**config.mk**
```make
export PLATFORM = sky130hd
export DESIGN_NAME = ldoreg_bank
export DESIGN_NICKNAME = d
export VERILOG_FILES = /design/src/ldoreg_pkg.sv /design/src/ldoreg_bank.sv
export SDC_FILE = /design/constraint.sdc
export NUM_CORES = 1
export LEC_CHECK = 0
export BUFFER_PORTS_ARGS = -buffer_cell sky130_fd_sc_hd__buf_4
export CAP_MARGIN = 20
export CORE_MARGIN = 2
export CORE_UTILIZATION = 40
export DETAILED_ROUTE_END_ITERATION = 6
export HOLD_SLACK_MARGIN = 0.06
export SLEW_MARGIN = 5
export SYNTH_ARGS = -nofsm -noshare
export SYNTH_HDL_FRONTEND = slang
export SYNTH_SLANG_ARGS = --single-unit
```
**constraint.sdc**
```tcl
create_clock -name sys_clk -period 1.5 [get_ports sys_clk]
set_input_delay 0.225 -clock sys_clk [delete_from_list [all_inputs] [get_ports sys_clk]]
set_output_delay 0.225 -clock sys_clk [all_outputs]
set_load 0.02 [all_outputs]
```
**src/ldoreg_pkg.sv**
```systemverilog
// package for the ldo channel control register bank
// assumes an 8-bit register address/data port driven by the serial interface logic
package ldoreg_pkg;
   localparam int unsigned LDOREG_NCH = 3;
   localparam logic [7:0] LDOREG_ADDR_B_VSEL = 8'h54;
   localparam logic [7:0] LDOREG_ADDR_B_CTRL = 8'h55;
   localparam logic [7:0] LDOREG_ADDR_C_VSEL = 8'h60;
   localparam logic [7:0] LDOREG_ADDR_C_CTRL = 8'h61;
   localparam logic [7:0] LDOREG_ADDR_D_VSEL = 8'h64;
   localparam logic [7:0] LDOREG_ADDR_D_CTRL = 8'h65;
   localparam int unsigned LDOREG_BIT_ENABLE = 7;
   localparam int unsigned LDOREG_BIT_DISCH = 6;
   localparam int unsigned LDOREG_BIT_LOW_QUIESCENT_MODE = 5;
   localparam int unsigned LDOREG_BIT_DELAY_LO = 2;
   localparam int unsigned LDOREG_BIT_UNMASK = 1;
   localparam int unsigned LDOREG_BIT_PGOOD = 0;
   localparam logic [5:0] LDOREG_VSEL_RST = 6'h00;
   localparam logic [2:0] LDOREG_DELAY_RST = 3'h0;
   localparam logic [5:0] LDOREG_CTRL_RST = 6'h00;
   localparam logic LDOREG_UNMASK_RST = 1'b0;
   localparam logic [7:0] LDOREG_RDATA_UNMAPPED = 8'h00;

   // register-access request from the serial interface
   typedef struct packed
   {
      logic wr_en;
      logic rd_en;
      logic [7:0] addr;
      logic [7:0] wdata;
   } ldoreg_req_t;

   // per-channel control state toward the analog regulator
   typedef struct packed
   {
      logic enable;
      logic discharge_active;
      logic low_quiescent_mode;
      logic [2:0] turn_on_delay;
      logic fault_irq_unmask;
      logic [5:0] voltage_code;
   } ldoreg_chan_t;
endpackage : ldoreg_pkg

```
**src/ldoreg_bank.sv**
```systemverilog
// register bank for three ldo channels: voltage select and control per channel
// assumes requests arrive synchronous to sys_clk as single-cycle strobes
`timescale 1ns/1ps

// Function
// six-bit voltage code in voltage select low bits
// control bit 7 enables the channel
// bit 6 enables discharge while channel shut down
// bit 5 selects low-quiescent mode
// bits 4:2 hold turn-on delay code
// bit 1 unmasks channel fault interrupts
// bit 0 is read-only power-good status
// voltage select bits 7:6 read zero
module ldoreg_bank
(
   // clock and reset
   input wire logic sys_clk,
   input wire logic srst,
   // register access
   input wire ldoreg_pkg::ldoreg_req_t req,
   output logic [7:0] rdata,
   output logic rvalid,
   // analog channel side
   input wire logic [ldoreg_pkg::LDOREG_NCH-1:0] pgood_in,
   input wire logic [ldoreg_pkg::LDOREG_NCH-1:0] fault_in,
   output ldoreg_pkg::ldoreg_chan_t [ldoreg_pkg::LDOREG_NCH-1:0] chan,
   output logic [ldoreg_pkg::LDOREG_NCH-1:0] fault_irq_req
);
   import ldoreg_pkg::*;

   // control bits 7:2 live in ctrl_r, bit 1 in unmask_r; bit 0 is live status and never stored
   logic [5:0] vsel_r [LDOREG_NCH];
   logic [5:0] ctrl_r [LDOREG_NCH];
   logic unmask_r [LDOREG_NCH];
   logic [7:0] rdata_nxt;
   logic [LDOREG_NCH-1:0] vsel_hit;
   logic [LDOREG_NCH-1:0] ctrl_hit;

   localparam logic [7:0] VSEL_ADDR [LDOREG_NCH] = '{LDOREG_ADDR_B_VSEL, LDOREG_ADDR_C_VSEL, LDOREG_ADDR_D_VSEL};
   localparam logic [7:0] CTRL_ADDR [LDOREG_NCH] = '{LDOREG_ADDR_B_CTRL, LDOREG_ADDR_C_CTRL, LDOREG_ADDR_D_CTRL};

   genvar g;
   generate
      for (g = 0; g < LDOREG_NCH; g++)
      begin : g_ch
         assign vsel_hit[g] = (req.addr == VSEL_ADDR[g]);
         assign ctrl_hit[g] = (req.addr == CTRL_ADDR[g]);

         // upper two bits are not stored at all
         always_ff @(posedge sys_clk)
         begin
            if (srst)
               vsel_r[g] <= LDOREG_VSEL_RST;
            else if (req.wr_en && vsel_hit[g])
               vsel_r[g] <= req.wdata[5:0];
         end

         // ctrl_r[5] is bit 7, ctrl_r[4] bit 6, ctrl_r[3] bit 5, ctrl_r[2:0] bits 4:2
         always_ff @(posedge sys_clk)
         begin
            if (srst)
               ctrl_r[g] <= LDOREG_CTRL_RST;
            else if (req.wr_en && ctrl_hit[g])
               ctrl_r[g] <= req.wdata[7:2];
         end

         // kept apart from ctrl_r because the fault path reads it every cycle
         always_ff @(posedge sys_clk)
         begin
            if (srst)
               unmask_r[g] <= LDOREG_UNMASK_RST;
            else if (req.wr_en && ctrl_hit[g])
               unmask_r[g] <= req.wdata[LDOREG_BIT_UNMASK];
         end

         chk_disch_gated: assert property (@(posedge sys_clk) disable iff (srst)
            chan[g].discharge_active |-> !chan[g].enable)
            else $error("discharge active while channel enabled");
         chk_fault_mask: assert property (@(posedge sys_clk) disable iff (srst)
            (!unmask_r[g] && !$past(srst)) |=> !fault_irq_req[g])
            else $error("masked fault raised interrupt request");
         chk_fault_pass: assert property (@(posedge sys_clk) disable iff (srst)
            (unmask_r[g] && fault_in[g]) |=> fault_irq_req[g])
            else $error("unmasked fault did not raise interrupt request");
         chk_unmask_write: assert property (@(posedge sys_clk) disable iff (srst)
            (req.wr_en && ctrl_hit[g]) |=> ##1 (chan[g].fault_irq_unmask == $past(req.wdata[1], 2)))
            else $error("fault unmask not updated by write");
         chk_disch_write: assert property (@(posedge sys_clk) disable iff (srst)
            (req.wr_en && ctrl_hit[g])
            |=> ##1 (chan[g].discharge_active == ($past(req.wdata[6], 2) & !$past(req.wdata[7], 2))))
            else $error("discharge not updated by write");
         chk_vsel_hold: assert property (@(posedge sys_clk) disable iff (srst)
            !(req.wr_en && vsel_hit[g]) |=> (vsel_r[g] == $past(vsel_r[g])))
            else $error("voltage code changed without a write");
         chk_ctrl_read: assert property (@(posedge sys_clk) disable iff (srst)
            (req.rd_en && ctrl_hit[g])
            |=> (rdata == {$past(ctrl_r[g]), $past(unmask_r[g]), $past(pgood_in[g])}))
            else $error("control register readback mismatch");
         chk_vsel_read: assert property (@(posedge sys_clk) disable iff (srst)
            (req.rd_en && vsel_hit[g]) |=> (rdata == {2'b00, $past(vsel_r[g])}))
            else $error("voltage select readback mismatch");
         chk_vsel_write: assert property (@(posedge sys_clk) disable iff (srst)
            (req.wr_en && vsel_hit[g]) |=> ##1 (chan[g].voltage_code == $past(req.wdata[5:0], 2)))
            else $error("voltage code not updated by write");
         chk_enable_write: assert property (@(posedge sys_clk) disable iff (srst)
            (req.wr_en && ctrl_hit[g]) |=> ##1 (chan[g].enable == $past(req.wdata[7], 2)))
            else $error("enable not updated by write");
         chk_low_quiescent_mode_write: assert property (@(posedge sys_clk) disable iff (srst)
            (req.wr_en && ctrl_hit[g]) |=> ##1 (chan[g].low_quiescent_mode == $past(req.wdata[5], 2)))
            else $error("low quiescent mode not updated by write");
         chk_delay_write: assert property (@(posedge sys_clk) disable iff (srst)
            (req.wr_en && ctrl_hit[g]) |=> ##1 (chan[g].turn_on_delay == $past(req.wdata[4:2], 2)))
            else $error("turn-on delay not updated by write");
      end
   endgenerate

   // one process writes every channel output, so each output variable has a single writer
   // discharge only acts when the channel is off
   always_ff @(posedge sys_clk)
   begin
      if (srst)
      begin
         chan <= '0;
         fault_irq_req <= '0;
      end
      else
      begin
         for (int i = 0; i < LDOREG_NCH; i++)
         begin
            chan[i].enable <= ctrl_r[i][5];
            chan[i].discharge_active <= ctrl_r[i][4] & ~ctrl_r[i][5];
            chan[i].low_quiescent_mode <= ctrl_r[i][3];
            chan[i].turn_on_delay <= ctrl_r[i][2:0];
            chan[i].fault_irq_unmask <= unmask_r[i];
            chan[i].voltage_code <= vsel_r[i];
            fault_irq_req[i] <= fault_in[i] & unmask_r[i];
         end
      end
   end

   // read mux; pgood is sampled live so software sees the current level
   always_comb
   begin
      rdata_nxt = LDOREG_RDATA_UNMAPPED;
      for (int i = 0; i < LDOREG_NCH; i++)
      begin
         if (vsel_hit[i])
            rdata_nxt = {2'b00, vsel_r[i]};
         if (ctrl_hit[i])
            rdata_nxt = {ctrl_r[i], unmask_r[i], pgood_in[i]};
      end
   end

   always_ff @(posedge sys_clk)
   begin
      if (srst)
      begin
         rdata <= 8'h00;
         rvalid <= 1'b0;
      end
      else
      begin
         rvalid <= req.rd_en;
         if (req.rd_en)
            rdata <= rdata_nxt;
      end
   end

   chk_vsel_rsvd: assert property (@(posedge sys_clk) disable iff (srst)
      (req.rd_en && |vsel_hit) |=> (rvalid && rdata[7:6] == 2'b00))
      else $error("reserved voltage select bits read nonzero");
   chk_pgood_read: assert property (@(posedge sys_clk) disable iff (srst)
      (req.rd_en && ctrl_hit[0]) |=> (rdata[0] == $past(pgood_in[0])))
      else $error("power good readback mismatch");
   chk_rvalid_pulse: assert property (@(posedge sys_clk) disable iff (srst)
      req.rd_en |=> rvalid)
      else $error("read not answered one cycle later");
   chk_rvalid_idle: assert property (@(posedge sys_clk) disable iff (srst)
      !req.rd_en |=> !rvalid)
      else $error("read answer without a read request");
   chk_unmapped_read: assert property (@(posedge sys_clk) disable iff (srst)
      (req.rd_en && !(|vsel_hit) && !(|ctrl_hit)) |=> (rdata == LDOREG_RDATA_UNMAPPED))
      else $error("unmapped read returned nonzero");
   chk_reset_quiet: assert property (@(posedge sys_clk)
      $past(srst) |-> (chan == '0 && fault_irq_req == '0 && !rvalid))
      else $error("outputs not cleared by reset");
endmodule : ldoreg_bank

```
After elaboration in Yosys (flattened, before gate mapping)
Memories as Yosys holds them, arrays and structs flattened.
Cells that the tools add are included.
W data, S select, Z words.
{ "totals": {"register_bits": 51, "ramBits": 39, "input_bits": 26, "out_inout_bits": 51, "elab_cells": 89, "mem_count": 3} }
{ "memory_table": {"columns": ["memory", "depth", "word_bits", "rd", "rd_ports_with_merged_regs", "write_ports", "line", "rtl"], "rows": [
  ["ctrl_r", 3, 6, 3, 0, 3, "ldoreg_bank.sv:33", "logic [5:0] ctrl_r [LDOREG_NCH];"],
  ["vsel_r", 3, 6, 3, 0, 3, "ldoreg_bank.sv:32", "logic [5:0] vsel_r [LDOREG_NCH];"],
  ["unmask_r", 3, 1, 3, 0, 3, "ldoreg_bank.sv:34", "logic unmask_r [LDOREG_NCH];"]
]} }
{ "classes": {"n_eq_ne": 6, "muxes": 35, "n_bitwise": 18, "reduce_logical": 6} }
{ "op_table": {"columns": ["cell", "n"], "rows": [
  ["$eq A8 B7 Y1 const B", 6],
  ["$mux W6", 7],
  ["$mux W8", 5],
  ["$mux W1", 23],
  ["$or A1 B1 Y1", 9],
  ["$and A1 B1 Y1", 6],
  ["$logic_and A1 B1 Y1", 6],
  ["$not A1 Y1", 3]
]} }

Depth between registers and ports, before layout
{ "depth": {"depth_word": 7, "mapped_depth": 6, "mapped_depth_nobuf": 5} }

Least setup slack after synthesis
No wires, ideal clock.
{ "synth_path": {"kind": "input-to-reg", "startpoint": "input req[11] (netlist bit)", "endpoint": "memory vsel_r[1][0], enable pin", "setup_time_ns": 0.360, "t_arrival_ns": 1.183, "required_time_ns": 1.140, "slack_ns": -0.043, "cell_stages": 3, "path_cell_list": "nor4b_4 -> nand3b_1 -> o21bai_1"} }
{ "synth_rtl": {"columns": ["item", "line", "rtl"], "rows": [
  ["start: declaration", "ldoreg_bank.sv:20", "input wire ldoreg_pkg::ldoreg_req_t req,"],
  ["end: declaration", "ldoreg_bank.sv:32", null]
]} }

==> results <==
- The flow ran to the end, and the final reports show no timing, DRC or antenna violations.
- After the first detailed-routing iteration, the DRC count stood at 61.
- The critical path is of the in -> reg type.
- After detailed routing, the average wire length per cell comes to 16.3 um.
- Net switching is 23.5% of the power.
- For this run the aggregate overflow at the end of global routing stands at 0.
- The cell that appears most often on the critical path is buf_4.
- STA classifies the critical path endpoint as a register.
- The floorplan die height is 97.0 um.
- For this run, the total global-route usage over all layers was measured as 17.4%.
- The chip width is 97.0 um.
- The total CTS buffers is 9.
- The number of global-route vias before repair came to 2234.
- At the placement stage, the worst setup path has a slack of -0.118 ns.
- In the finished design, the share of the clock period the worst path needs comes to 85.0%.
- The wire length of the first global-routing pass is 12.4 mm.
- Of all nets on the critical path, the largest fanout is 7.
- The required arrival time at the worst endpoint is 1.57 ns.
- The adder-cell share of the synthesized area is 0%.
- The die covers 9410 sq um.
- The detailed-route vias per instance is 4.85.
- The fraction of the core area covered by cells at the end of the flow is 54.2%.
- The number of diodes is 0.
- The sequential share of power is 56.4%.
- The initial antenna violation count is 0.
- The number of placed cells counting well taps is 469.
- The tree built by TritonCTS fans out to 90 sinks.
- Setup repair after global routing left no endpoint under its margin.
- The cell type of the slowest stage on the worst timing path is nor4b_4.
- For this run, the number of Yosys warnings is 0.
- The areal power density over the cells is 1070 nW/um^2.
- TritonCTS built the clock tree.
- The remaining number of nets flagged by the antenna check after routing is 0.
- Of the total synthesized cell area, the portion taken by AND, OR, NAND and NOR gates is 23.8%.
- The floorplan has 33 rows.
- Of the synthesized area, sequential elements account for 63.4%.
- The clock-pin transition on the worst setup and hold timing paths is 0.08 ns.
- The share of synthesized flip-flops with an asynchronous set or reset is 0%.
- The final setup violation count is 0.
- For this run, the number of standard cells in the final layout without fillers is 486.
- The share of post-route cells with drive strength above 1 is 34.6%.
- The library cells used most frequently in the layout, excluding fill and tap cells, are buf_4, dfxtp_1, nor2b_1.
- In the routed design, unresolved DRC markers number 0.
- The root buffer cell chosen for the clock tree is clkbuf_8.
- Walking the worst path, the cells encountered are buf_4, nor4b_4, buf_4, nand3b_1, o21bai_1, buf_4.
- The mapped netlist covers 3460 sq um.
- The number of optimization iterations in the first detailed-route pass is 4.
- The share of total power in combinational logic is 10.0%.
- Hold timing on the final database bottoms out at a slack of 0.0801 ns.
- The leading cell type in the layout, fill and taps excluded is buf_4.
- The clock passes through at most 2 buffers.
- The total count of max-transition violations in the final report came to 0.
- The highest cell delay on the worst timing path is 0.27 ns.
- Entering global routing, the biggest net connects 26 pins.
- The synthesized netlist devotes 0% of its cell area to XOR and XNOR gates.
- The dominant combinational cell family by area after synthesis is simple AND/OR/NAND/NOR gates.
- The net count after synthesis is 307.
- After synthesis, the share of cell area in mux cells is 4.05%.
- The clock reaches the later pin of the worst-skew pair after 0.35 ns.
- The post-synthesis sequential element count is 90.
- The synthesized netlist devotes 6.58% of its cell area to compound gates.
- The final setup slack of the worst path is 0.224 ns.
- The number of buffer cells added on primary ports is 76.
- In the final design database the tool counted 402 nets.
- The clock period minus worst slack is 1.28 ns.
- The path category of the worst min-delay check is in -> reg.
- The launching element type of the critical path is a primary input.
- The count of different cell masters after synthesis is 32.
- After floorplanning, the core was sized to cover 8300 sq um.
- Synthesis handed over a netlist of 281 instances.
- For this run, the leading register cell type out of synthesis is dfxtp_1.
- The final-report hold violation count came to 0.
- The headroom to the max-slew limit is 76.1%.
- The count of pins on the block boundary is 77.
- The worst-case IR drop observed on VDD is 0.504 mV.
- The final layout contains routed wiring with a total length of 7.91 mm.
- In this run, synthesis inferred 39 flip-flops with an integrated enable.
- Across all layers, the routed design uses 2356 vias.
- The power spent charging and discharging nets is 1.13 mW.
- The final HPWL from detailed placement is 6.05 mm.
- The arrival time of the worst setup path is 1.34 ns.
- Summing all placed instances gives a cell area of 4290 sq um.
- The post-synthesis to final-layout area growth is 30.0%.
- Clock skew on the completed layout was measured at 0.00887 ns.
- The congestion estimate from routability-driven global placement came to 0.766.
- At the pin with the least slew margin, the transition time is 0.357 ns.
- The tool flagged a number of max-cap violations equal to 0.
- For this design the static power due to leakage is 1.85 nW.
- The achievable clock frequency is 784 MHz.
- The finished layout cell area is 4500 sq um.
- Internal power comes to 3.70 mW.
- Of the total power, the clock network draws 33.7%.
- Once the floorplan was initialized, standard cells occupied 41.7% of the core.
- The clock tree synthesis step divided the H-tree into 3 levels.
- The mean instance size in the synthesized netlist is 12.3 sq um.
-- per-stage QoR --
step	setup TNS, ns	total power [mW]
finish	0	4.83
global route	0	5.03
CTS	0	4.88
detailed placement	-4.92	3.26
global placement	-5.43	3.26
floorplan	-0.449	3.00
-- Yosys cell counts (7+ instances only) --
library cell / n / area (sq um)
and2_1: 37 / 231
and2_2: 7 / 52.6
clkbuf_1: 8 / 30.0
dfxtp_1: 51 / 1020
edfxtp_1: 39 / 1170
mux2i_1: 14 / 140
nand2_1: 7 / 26.3
nand3_1: 8 / 40.0
nor2_1: 9 / 33.8
nor2b_1: 43 / 269
-- final timing paths --
check             slack, ns                        from                     endpoint  depth (start not counted)
setup / recovery       0.22                     req[11]   vsel_r[0][4]$_SDFFCE_PN0P_                          6
hold / removal         0.08                 fault_in[0]  fault_irq_req[0]$_SDFF_PP0_                          2
setup reg to reg       0.45  ctrl_r[1][2]$_SDFFCE_PN0P_        rdata[4]$_SDFFE_PP0P_                          3
hold reg to reg        0.47  ctrl_r[0][5]$_SDFFCE_PN0P_          chan[11]$_SDFF_PP0_                          1
-- registers in the layout, indices dropped and copies added (netlist names) --
signal,flops
chan,39
ctrl_r,18
vsel_r,18
rdata,8
fault_irq_req,3
unmask_r,3
rvalid,1
-- final cells by class --
| cell class | instances | area, sq um |
|---|---|---|
| clock inverters | 5 | 53.8 |
| well taps | 105 | 131 |
| fillers | 767 | 3800 |
| repair buffers | 97 | 756 |
| clock buffers | 11 | 141 |
| multi-input cells | 176 | 1210 |
| inverters | 2 | 7.51 |
| flip-flops and latches | 90 | 2190 |
-- worst max-delay path: cells and delay by family --
| kind | cells | cell delay, ns |
|---|---|---|
| buffers and inverters | 3 | 0.48 |
| and+or+nand+nor | 2 | 0.45 |
| AOI/OAI and AO/OA | 1 | 0.19 |
-- kinds of logic (layout without fill, tap and decap cells) --
family / count (synthesis) / count (layout)
buffers and inverters: 15 / 115
AND/OR/NAND/NOR: 131 / 131
flip-flops: 90 / 90
multiplexers: 14 / 14
AO/OA/AOI/OAI: 31 / 31
-- power groups by stage --
| stage | combinational [mW] | sequential, mW | clock, mW |
|---|---|---|---|
| floorplan | 0.166 | 2.83 | 0 |
| global placement | 0.480 | 2.78 | 0 |
| finish | 0.481 | 2.72 | 1.63 |
| detailed placement | 0.483 | 2.78 | 0 |
| global route | 0.514 | 2.74 | 1.78 |
| CTS | 0.486 | 2.72 | 1.67 |
-- repair_timing --
action / 4_1_cts / 5_1_grt
endpoints found under the setup margin: 0 / 0
gates resized for setup: 0 / 0
endpoints found under the hold margin: 1 / 0
setup buffers: 0 / 0
hold buffers: 1 / 0
-- per-layer routing --
layer / global-route usage [%] / share of wire (%)
met1: 24.3 / 47
met3: 4.91 / 5.2
met2: 26.7 / 47
met4: 4.55 / 0.83
met5: 0 / 0
(Power assumes the default switching activity.)
